### src/hw/sdcsr_pkg.sv
// package for the sdram controller register bank and tracking handshake
// assumes one clock domain; word-indexed register offsets
package sdcsr_pkg;
	// ==========================================================
	// register indices (byte address is four times the index)
	localparam logic [9:0] SDCSR_IDX_RSVD_A   = 10'h001;
	localparam logic [9:0] SDCSR_IDX_RSVD_B   = 10'h002;
	localparam logic [9:0] SDCSR_IDX_PHY_STAT = 10'h004;
	localparam logic [9:0] SDCSR_IDX_SPARE    = 10'h005;
	localparam logic [9:0] SDCSR_IDX_FAIL_LOC = 10'h006;
	localparam logic [9:0] SDCSR_IDX_STROBE   = 10'h007;
	localparam logic [9:0] SDCSR_IDX_TERM     = 10'h008;
	localparam logic [9:0] SDCSR_IDX_LEGACY   = 10'h100;
	localparam logic [9:0] SDCSR_IDX_PD_MAP   = 10'h110;
	localparam logic [9:0] SDCSR_IDX_ADDR_W   = 10'h120;
	localparam logic [9:0] SDCSR_IDX_GROUPS   = 10'h121;
	localparam logic [9:0] SDCSR_IDX_CS_CNT   = 10'h122;
	localparam logic [9:0] SDCSR_IDX_ROW_T    = 10'h123;
	localparam logic [9:0] SDCSR_IDX_TURN_T   = 10'h124;
	localparam logic [9:0] SDCSR_IDX_REF_T    = 10'h125;
	localparam logic [9:0] SDCSR_IDX_BURST    = 10'h126;
	localparam logic [9:0] SDCSR_IDX_ECC      = 10'h130;

	// ==========================================================
	// field positions and masks
	localparam int SDCSR_SOFT_RST_BIT  = 0;
	localparam int SDCSR_CAL_PASS_BIT  = 24;
	localparam int SDCSR_CAL_FAIL_BIT  = 25;
	localparam logic [31:0] SDCSR_PD_MAP_MASK = 32'h0030ffff;
	localparam logic [31:0] SDCSR_ADDR_W_MASK = 32'h00ffffff;
	localparam logic [31:0] SDCSR_ROW_T_MASK  = 32'hffffffff;
	localparam logic [31:0] SDCSR_TURN_T_MASK = 32'h0000ffff;
	localparam logic [31:0] SDCSR_REF_T_MASK  = 32'h00ffffff;
	localparam logic [31:0] SDCSR_BURST_MASK  = 32'h000f0000;
	localparam logic [31:0] SDCSR_ECC_MASK    = 32'h0000003f;
	localparam logic [31:0] SDCSR_DDR2_TERM_MASK = 32'h00000003;
	localparam logic [31:0] SDCSR_DDR3_TERM_MASK = 32'h00000667;

	// ==========================================================
	// values after reset
	localparam logic [31:0] SDCSR_PD_MAP_RST = 32'h00000000;
	localparam logic [31:0] SDCSR_CFG_RST    = 32'h00000000;
	localparam logic [31:0] SDCSR_ECC_RST    = 32'h00000011;

	// ==========================================================
	// cycle counts
	localparam logic [7:0] SDCSR_SOFT_RST_CYC = 8'h10;
	localparam logic [7:0] SDCSR_TRACK_CYC    = 8'h20;

	localparam int SDCSR_CS = 2;
	localparam int SDCSR_GROUPS = 4;

	// address order codes
	typedef enum logic [1:0] {
		SDCSR_ORDER_ROW_BANK = 2'h0,
		SDCSR_ORDER_BANK_ROW = 2'h1
	} sdcsr_order_t;

	// calibration result bundle from the sequencer
	typedef struct packed {
		logic        pass;
		logic        fail;
		logic [7:0]  stage;
		logic [7:0]  group;
		logic [31:0] strobe_seen;
	} sdcsr_cal_t;

	// controller steering bundle
	typedef struct packed {
		logic        ecc_on;
		logic        fixup_on;
		logic        flip_bit0;
		logic        flip_bit1;
		logic        irq_output_on;
		logic        one_bit_irq_mask;
		sdcsr_order_t order;
	} sdcsr_ctl_t;
endpackage : sdcsr_pkg

### src/hw/sdcsr_top.sv
// register bank and tracking handshake of an sdram controller and phy
// assumes all inputs from the controller and sequencer share i_clk
//
// Functional notes
// - tracking, when enabled, periodically stalls controller to realign strobe enable
// - stall request per chip select raised when tracking is enabled and needed, then held through the wait and the run
// - writing bit 0 at 0x004 starts a self-clearing soft reset
// - bits 24 and 25 at 0x004 read live calibration pass and fail
// - 0x006 reads failing stage in 7:0 and failing group in 23:16
// - 0x007 reads one strobe-detected bit per group
// - init_termination_settings reads termination and driver settings, layout set by memory type
// - power down memory after programmed idle count; zero disables it
// - address order field 21:20 selects mapping, resets to 00
// - 0x121 reads the number of strobe groups
// - 0x122 reads a chip-select mask in 7:0, one bit set per chip select, rest zero
// - ecc enable bit resets to 1, active only when ecc is built in
// - bit 1 enables automatic fixup on single-bit errors
// - bits 2 and 3 inject one or two bit faults into write data
// - bit 4 enables interrupt output, bit 5 masks single-bit interrupt
// - calibration pass or fail reported by the sequencer outcome
//
// The implementer's own choice: the address-and-strobe port.
module sdcsr_top
	import sdcsr_pkg::*;
#(
	parameter bit ECC_BUILT = 1'b1,
	parameter bit IS_DDR3   = 1'b1
) (
	input  wire logic                i_clk,
	input  wire logic                i_reset_n,
	input  wire logic [9:0]          i_addr,
	input  wire logic [31:0]         i_wdata,
	input  wire logic                i_write,
	input  wire logic                i_read,
	output logic      [31:0]         o_rdata,
	input  wire sdcsr_cal_t          i_cal,
	input  wire logic [10:0]         i_term_settings,
	input  wire logic                i_track_enable,
	input  wire logic [SDCSR_CS-1:0] i_track_need,
	input  wire logic [SDCSR_CS-1:0] i_refresh_done,
	input  wire logic [SDCSR_CS-1:0] i_long_idle,
	input  wire logic                i_queue_empty,
	input  wire logic [1:0]          i_wr_data_low,
	output logic [1:0]               o_wr_data_low,
	output logic [SDCSR_CS-1:0]      o_seq_busy,
	output logic                     o_power_down,
	output logic                     o_soft_reset,
	output sdcsr_ctl_t               o_ctl,
	output logic [31:0]              o_addr_widths,
	output logic [31:0]              o_row_timing,
	output logic [31:0]              o_turn_timing,
	output logic [31:0]              o_refresh_timing,
	output logic [3:0]               o_burst_length
);

	// ==========================================================
	// software registers
	logic [31:0] pd_map_r;
	logic [31:0] addr_w_r;
	logic [31:0] row_t_r;
	logic [31:0] turn_t_r;
	logic [31:0] ref_t_r;
	logic [31:0] burst_r;
	logic [31:0] ecc_r;
	logic        wr_pd;
	logic        wr_ecc;

	assign wr_pd  = i_write && (i_addr == SDCSR_IDX_PD_MAP);
	assign wr_ecc = i_write && (i_addr == SDCSR_IDX_ECC);

	// writable fields only; reserved bits are masked off
	always_ff @(posedge i_clk or negedge i_reset_n) begin
		if (!i_reset_n) begin
			pd_map_r <= SDCSR_PD_MAP_RST;
			addr_w_r <= SDCSR_CFG_RST;
			row_t_r  <= SDCSR_CFG_RST;
			turn_t_r <= SDCSR_CFG_RST;
			ref_t_r  <= SDCSR_CFG_RST;
			burst_r  <= SDCSR_CFG_RST;
			ecc_r    <= SDCSR_ECC_RST;
		end else if (i_write) begin
			// range checks are left to software
			case (i_addr)
			SDCSR_IDX_PD_MAP: pd_map_r <= i_wdata & SDCSR_PD_MAP_MASK;
			SDCSR_IDX_ADDR_W: addr_w_r <= i_wdata & SDCSR_ADDR_W_MASK;
			SDCSR_IDX_ROW_T:  row_t_r  <= i_wdata & SDCSR_ROW_T_MASK;
			SDCSR_IDX_TURN_T: turn_t_r <= i_wdata & SDCSR_TURN_T_MASK;
			SDCSR_IDX_REF_T:  ref_t_r  <= i_wdata & SDCSR_REF_T_MASK;
			SDCSR_IDX_BURST:  burst_r  <= i_wdata & SDCSR_BURST_MASK;
			SDCSR_IDX_ECC:    ecc_r    <= i_wdata & SDCSR_ECC_MASK;
			default: begin
			end
			endcase
		end
	end

	// ==========================================================
	// soft reset pulse, self clearing after a fixed count
	logic [7:0] srst_cnt_r;

	always_ff @(posedge i_clk or negedge i_reset_n) begin
		if (!i_reset_n) begin
			srst_cnt_r <= 8'h00;
		end else if (i_write && (i_addr == SDCSR_IDX_PHY_STAT)
			&& i_wdata[SDCSR_SOFT_RST_BIT]) begin
			srst_cnt_r <= SDCSR_SOFT_RST_CYC;
		end else if (srst_cnt_r != 8'h00) begin
			srst_cnt_r <= srst_cnt_r - 8'h01;
		end
	end

	// held while the count runs; a rewrite restarts it
	always_ff @(posedge i_clk or negedge i_reset_n) begin
		if (!i_reset_n) begin
			o_soft_reset <= 1'b0;
		end else begin
			o_soft_reset <= (srst_cnt_r > 8'h01) ||
				(i_write && (i_addr == SDCSR_IDX_PHY_STAT)
				&& i_wdata[SDCSR_SOFT_RST_BIT]);
		end
	end

	// ==========================================================
	// automatic power down on idle command queue
	logic [15:0] idle_cnt_r;
	logic [15:0] idle_powerdown_count;

	assign idle_powerdown_count = pd_map_r[15:0];

	// counter restarts on any queued command or reprogramming
	always_ff @(posedge i_clk or negedge i_reset_n) begin
		if (!i_reset_n) begin
			idle_cnt_r <= 16'h0000;
		end else if (!i_queue_empty || wr_pd) begin
			idle_cnt_r <= 16'h0000;
		end else if (idle_cnt_r != 16'hffff) begin
			idle_cnt_r <= idle_cnt_r + 16'h0001; // saturates, no wrap
		end
	end

	always_ff @(posedge i_clk or negedge i_reset_n) begin
		if (!i_reset_n) begin
			o_power_down <= 1'b0;
		end else begin
			o_power_down <= (idle_powerdown_count != 16'h0000) &&
				i_queue_empty && !wr_pd &&
				(idle_cnt_r >= idle_powerdown_count);
		end
	end

	// ==========================================================
	// tracking handshake, one lane per chip select
	genvar g;
	generate
		for (g = 0; g < SDCSR_CS; g++) begin : g_track
			typedef enum logic [2:0] {
				TRK_IDLE = 3'b001,
				TRK_WAIT = 3'b010,
				TRK_RUN  = 3'b100
			} sdcsr_trk_t;
			sdcsr_trk_t trk_r;
			logic [7:0] run_cnt_r;

			// busy rises as a stall request, controller answers with a
			// refresh or long-idle acknowledge, then the sequencer runs
			always_ff @(posedge i_clk or negedge i_reset_n) begin
				if (!i_reset_n) begin
					trk_r     <= TRK_IDLE;
					run_cnt_r <= 8'h00;
					o_seq_busy[g] <= 1'b0;
				end else begin
					case (trk_r)
					TRK_IDLE: begin
						if (i_track_enable && i_track_need[g]) begin
							trk_r <= TRK_WAIT;
							o_seq_busy[g] <= 1'b1;
						end
					end
					TRK_WAIT: begin
						// depends on the controller acknowledging
						if (i_refresh_done[g] || i_long_idle[g]) begin
							trk_r     <= TRK_RUN;
							run_cnt_r <= SDCSR_TRACK_CYC;
						end
					end
					TRK_RUN: begin
						if (run_cnt_r == 8'h01) begin
							trk_r <= TRK_IDLE;
							o_seq_busy[g] <= 1'b0;
						end
						run_cnt_r <= run_cnt_r - 8'h01;
					end
					default: begin
						trk_r <= TRK_IDLE;
						o_seq_busy[g] <= 1'b0;
					end
					endcase
				end
			end
		end
	endgenerate

	// ==========================================================
	// controller steering and fault injection
	always_ff @(posedge i_clk or negedge i_reset_n) begin
		if (!i_reset_n) begin
			o_ctl <= '0;
			o_wr_data_low <= 2'h0;
		end else begin
			o_ctl.ecc_on           <= ecc_r[0] && ECC_BUILT;
			o_ctl.fixup_on         <= ecc_r[1];
			o_ctl.flip_bit0        <= ecc_r[2];
			o_ctl.flip_bit1        <= ecc_r[3];
			o_ctl.irq_output_on    <= ecc_r[4];
			o_ctl.one_bit_irq_mask <= ecc_r[5];
			o_ctl.order <= sdcsr_order_t'(pd_map_r[21:20]);
			// two-bit fault dominates one-bit fault
			o_wr_data_low <= i_wr_data_low ^
				(ecc_r[3] ? 2'h3 : {1'b0, ecc_r[2]});
		end
	end

	// configuration mirrors, registered for clean outputs
	always_ff @(posedge i_clk or negedge i_reset_n) begin
		if (!i_reset_n) begin
			o_addr_widths    <= 32'h00000000;
			o_row_timing     <= 32'h00000000;
			o_turn_timing    <= 32'h00000000;
			o_refresh_timing <= 32'h00000000;
			o_burst_length   <= 4'h0;
		end else begin
			o_addr_widths    <= addr_w_r;
			o_row_timing     <= row_t_r;
			o_turn_timing    <= turn_t_r;
			o_refresh_timing <= ref_t_r;
			o_burst_length   <= burst_r[19:16];
		end
	end

	// ==========================================================
	// read path: one cycle latency, unmapped reads as zero
	logic [31:0] rd_nxt;
	logic [31:0] term_word;
	logic [31:0] cs_word;

	assign term_word = {21'h000000, i_term_settings} &
		(IS_DDR3 ? SDCSR_DDR3_TERM_MASK : SDCSR_DDR2_TERM_MASK);
	assign cs_word = {24'h000000, 8'((1 << SDCSR_CS) - 1)};

	always_comb begin
		rd_nxt = 32'h00000000;
		case (i_addr)
		SDCSR_IDX_PHY_STAT: begin
			// soft reset bit is write only and reads zero
			rd_nxt[SDCSR_CAL_PASS_BIT] = i_cal.pass;
			rd_nxt[SDCSR_CAL_FAIL_BIT] = i_cal.fail;
		end
		SDCSR_IDX_FAIL_LOC: rd_nxt = {8'h00, i_cal.group,
			8'h00, i_cal.stage};
		SDCSR_IDX_STROBE: rd_nxt = i_cal.strobe_seen;
		SDCSR_IDX_TERM:   rd_nxt = term_word;
		SDCSR_IDX_PD_MAP: rd_nxt = pd_map_r;
		SDCSR_IDX_ADDR_W: rd_nxt = addr_w_r;
		SDCSR_IDX_GROUPS: rd_nxt = 32'(SDCSR_GROUPS);
		SDCSR_IDX_CS_CNT: rd_nxt = cs_word;
		SDCSR_IDX_ROW_T:  rd_nxt = row_t_r;
		SDCSR_IDX_TURN_T: rd_nxt = turn_t_r;
		SDCSR_IDX_REF_T:  rd_nxt = ref_t_r;
		SDCSR_IDX_BURST:  rd_nxt = burst_r;
		SDCSR_IDX_ECC:    rd_nxt = ecc_r;
		default: rd_nxt = 32'h00000000;
		endcase
	end

	// data only in the cycle after the strobe, zero otherwise
	always_ff @(posedge i_clk or negedge i_reset_n) begin
		if (!i_reset_n) begin
			o_rdata <= 32'h00000000;
		end else begin
			o_rdata <= i_read ? rd_nxt : 32'h00000000;
		end
	end

endmodule : sdcsr_top

### config.mk
export PLATFORM = sky130hd
export DESIGN_NAME = sdcsr_top
export DESIGN_NICKNAME = d
export VERILOG_FILES = /design/src/hw/sdcsr_pkg.sv /design/src/hw/sdcsr_top.sv
export SDC_FILE = /design/constraint.sdc
export NUM_CORES = 1
export LEC_CHECK = 0
export ABC_AREA = 1
export BUFFER_PORTS_ARGS = -buffer_cell sky130_fd_sc_hd__buf_2
export CORE_ASPECT_RATIO = 1.75
export CORE_UTILIZATION = 56
export CTS_BUF_LIST = sky130_fd_sc_hd__clkbuf_2
export DETAILED_ROUTE_END_ITERATION = 16
export PLACE_DENSITY = 0.93
export SYNTH_ARGS = -nofsm -noshare
export SYNTH_HDL_FRONTEND = slang
export SYNTH_SLANG_ARGS = --single-unit
### constraint.sdc
create_clock -name i_clk -period 2.2 [get_ports i_clk]
set_input_delay 0.22 -clock i_clk [delete_from_list [all_inputs] [get_ports i_clk]]
set_output_delay 0.22 -clock i_clk [all_outputs]
set_load 0.01 [all_outputs]
==> out/metrics.cfg <==
[synthesis]
synthesis.instances = 1454
synth_flop_cell = dfrtp_1
yosys_warnings = 0
yosysTopAreaCellShare_pct = 58.8
ys_seq_area_share_pct = 59.6
synthDistinctLibCells = 43
synthArstFlopShare_pct = 100
synth_area_leaders = dfrtp_1 59%, nand2_1 11%, o21ai_0 5.4%
synth_edf_count = 0
synth_area_sq_um = 13300
ys_seq_elements = 316
yosysTopAreaCell = dfrtp_1
syn_area_per_cell_sq_um = 9.13

[worst_setup_path]
arrival_ns = 2.85
crit_slowest_cell = dlygate4sd3_1
rr_startpoint = g_track[1].trk_r[0]$_DFFE_PN1P_
startpoint = i_addr[0]
r2r-end = g_track[1].trk_r[1]$_DFFE_PN0P_
crit_top_cell = nor2_1
critPathKind = input pin to flip-flop
worstPathCellList = dlygate4sd3_1 -> buf_2 -> nor2_1 -> nand2_2 -> inv_2 -> buf_4 -> nand3_1 -> nand2_1 -> nor2_1 -> dlygate4sd3_1 -> nand2_1 -> nor2_1 -> nor2_1
r2r_slack_ns = 0.15
endpoint = o_rdata[4]$_DFF_PN0_
start_kind = input pin
cp_max_fo = 12
end_kind = flip-flop
worstPathRequired_ns = 2.98
rr_worst_depth = 8
cp_slowest_stage_delay_ns = 0.58

[final_layout]
seqCellArea_sq_um = 7910
multi_input_area_sq_um = 4480
nFillCells = 1545
drive_gt1_share_pct = 23.2
area.growth.synth_to_final_pct = 27.9
final_nets = 2049

[global_route]
grt_pass1_vias = 13200
grt_first_pass_wirelength_mm = 69.1
overflow = 0
antenna_found_initial = 9
grt_max_degree = 59
track_usage_pct = 37.9

[sta]
min_period_over_period_pct = 94.1
finalWorstPathRequiredPeriod_ns = 2.07
finalSetupViolations = 0
relSlewSlack_pct = 45.0
fmax_ghz = 0.483
clock_skew_ns = 0.0620
rsz0062_at_grt = no
finalSetupTns_ns = 0
finalHoldViolCount = 0
slew_violations = 0
tightest_slew_ns = 0.824

[routing]
wl_per_cell_um = 20.0
vias = 12900
drt-pass1-iter-count = 8
drt.antenna.violating_nets = 0
drt_wl_total_mm = 45.2
drc_errors = 0
via_per_inst = 5.68
drt-initial-drc-count = 1478

[power]
power.share.clock_pct = 31.7
share_comb_of_total_power_pct = 14.3
switching_share_pct = 30.2
irDropWorstVdd_mv = 0.388
seqPwrFrac_pct = 54.0
p_int_mw = 8.22
power.leakage_nw = 9.26
finalPower_mw = 11.8
p_per_area_nw_per_um2 = 694
p_sw_mw = 3.56

[placement]
dpl.hpwl_mm = 27.4
placement.io_buffers = 258
place_congestion = 0.948

[cts]
tritoncts = yes
insertion_delay_ns = 0.88
cts.clk_slew.worst_paths_ns = 0.12
cts_root_buffer = clkbuf_2
cts_sinks = 316
cts_buffers = 68
cts_max_level = 3
clockBufferDepth = 3

[die]
die_width_um = 118
die_area_sq_um = 24300
die_h_um = 206
pin_count = 295
rows = 74
coreArea_sq_um = 23300
start_util_pct = 56.9

[run_status]
outcome = complete, no violations

[hold_path]
hp-class = input pin to flip-flop

[job]
maxCapViolations = 0

[Yosys cell counts (2+ instances only)]
cell and n:
o31ai_1 4, or2_2 3, nor3_1 21, dfstp_2 4, nand4_1 17, nor2_1 118
nand2_2 3, nor2_2 5, clkbuf_1 17, o22ai_1 4, buf_6 2, xnor2_1 2
o21a_1 2, nand2_1 372, dfrtp_1 312, ha_1 23, xor2_1 9, nand3_1 110
a31oi_1 2, nor3_2 2, buf_2 17, nor2_4 5, buf_4 39, mux2i_1 2
nor4_1 2, inv_2 2, and3_1 2, o21ai_1 11, o21ai_0 144, a21oi_1 38
nand3_2 2, inv_1 147
[state kept, by name, indices dropped and copies added (netlist names), 8 cells and up]
name,flops
addr_w_r,24
idle_cnt_r,16
o_refresh_timing,24
o_addr_widths,24
g_track.run_cnt_r,16
o_turn_timing,16
ref_t_r,24
srst_cnt_r,8
o_rdata,32
row_t_r,32
o_ctl,8
o_row_timing,32
turn_t_r,16
pd_map_r,18
[placed cells by master (no fill, tap or decap), types with 38 or more instances in the layout]
master	Yosys	final
nand2_1	372	369
dfrtp_1	312	312
buf_2	17	257
inv_1	147	145
o21ai_0	144	142
dlygate4sd3_1	0	120
nor2_1	118	115
nand3_1	110	110
clkbuf_2	0	100
buf_4	39	43
a21oi_1	38	38
[area by class of cell]
cell class | instances | area share [%]
Tap cell | 304 | 2.24
Multi-Input combinational cell | 944 | 26.4
Clock inverter | 17 | 0.700
Sequential cell | 316 | 46.6
Timing Repair Buffer | 430 | 17.7
Antenna cell | 7 | 0.103
Clock buffer | 100 | 2.95
Inverter | 149 | 3.31
[kinds of logic after synthesis]
family	synth area share, %
simple gates	21.4
flops	59.6
buf+inv	7.74
compound gates	8.21
fa+ha+maj	2.17
xor+xnor	0.726
mux	0.151
other cells	0.0283
[repair_timing]
action | in CTS | in global routing
gates resized for setup | 0 | 15
hold buffers | 122 | 1
setup buffers | 0 | 1
endpoints found under the setup margin | 0 | 6
hold endpoints to repair | 503 | 1
[metrics by stage]
step	hold WS (ns)	worst slack, ns	instance area [sq um]	util (%)	cells
after floorplan	-0.0756	0.556	13400	-	1485
after global placement	0.189	0.395	15100	64.5	2020
after detailed placement	0.197	0.309	15100	64.5	2020
after CTS	0.00222	0.0163	16900	72.5	2259
after global routing	0.0142	0.0310	17000	72.7	2266
final	0.0462	0.130	17000	72.7	2267
[power by group through the flow]
| stage | Clock [mW] | Sequential (mW) | Combinational (mW) |
|---|---|---|---|
| floorplan | 0 | 6.43 | 0.883 |
| global placement | 0 | 6.43 | 1.32 |
| detailed placement | 0 | 6.45 | 1.40 |
| CTS | 3.71 | 6.34 | 1.59 |
| global route | 4.04 | 6.39 | 1.89 |
| finish | 3.73 | 6.36 | 1.69 |
[worst min path at each step]
stage | start | endpoint | slack (ns) | cells after the start
CTS | i_addr[1] | o_rdata[26]$_DFF_PN0_ | 0.002 | 6
detailed placement | i_reset_n | o_rdata[29]$_DFF_PN0_ | 0.20 | 1
global route | i_addr[1] | o_rdata[26]$_DFF_PN0_ | 0.01 | 6
floorplan | i_reset_n | addr_w_r[0]$_DFFE_PN0P_ | -0.08 | 0
finish | i_addr[8] | o_rdata[11]$_DFF_PN0_ | 0.05 | 7
global placement | i_reset_n | o_row_timing[29]$_DFF_PN0_ | 0.19 | 1
[metal layers]
metal	up-vias	track usage [%]	wire (um)
met5	-	1.67	82
met4	6	28.7	3620
met3	303	11.7	4500
met2	941	63.0	22400
met1	6074	40.2	14600
li1	5547	-	-
[critical path: cells and delay by family]
family | cells | cell delay [ns]
buf+inv | 5 | 1.65
simple gates | 8 | 0.97
Power figures use the tool's default switching activity.
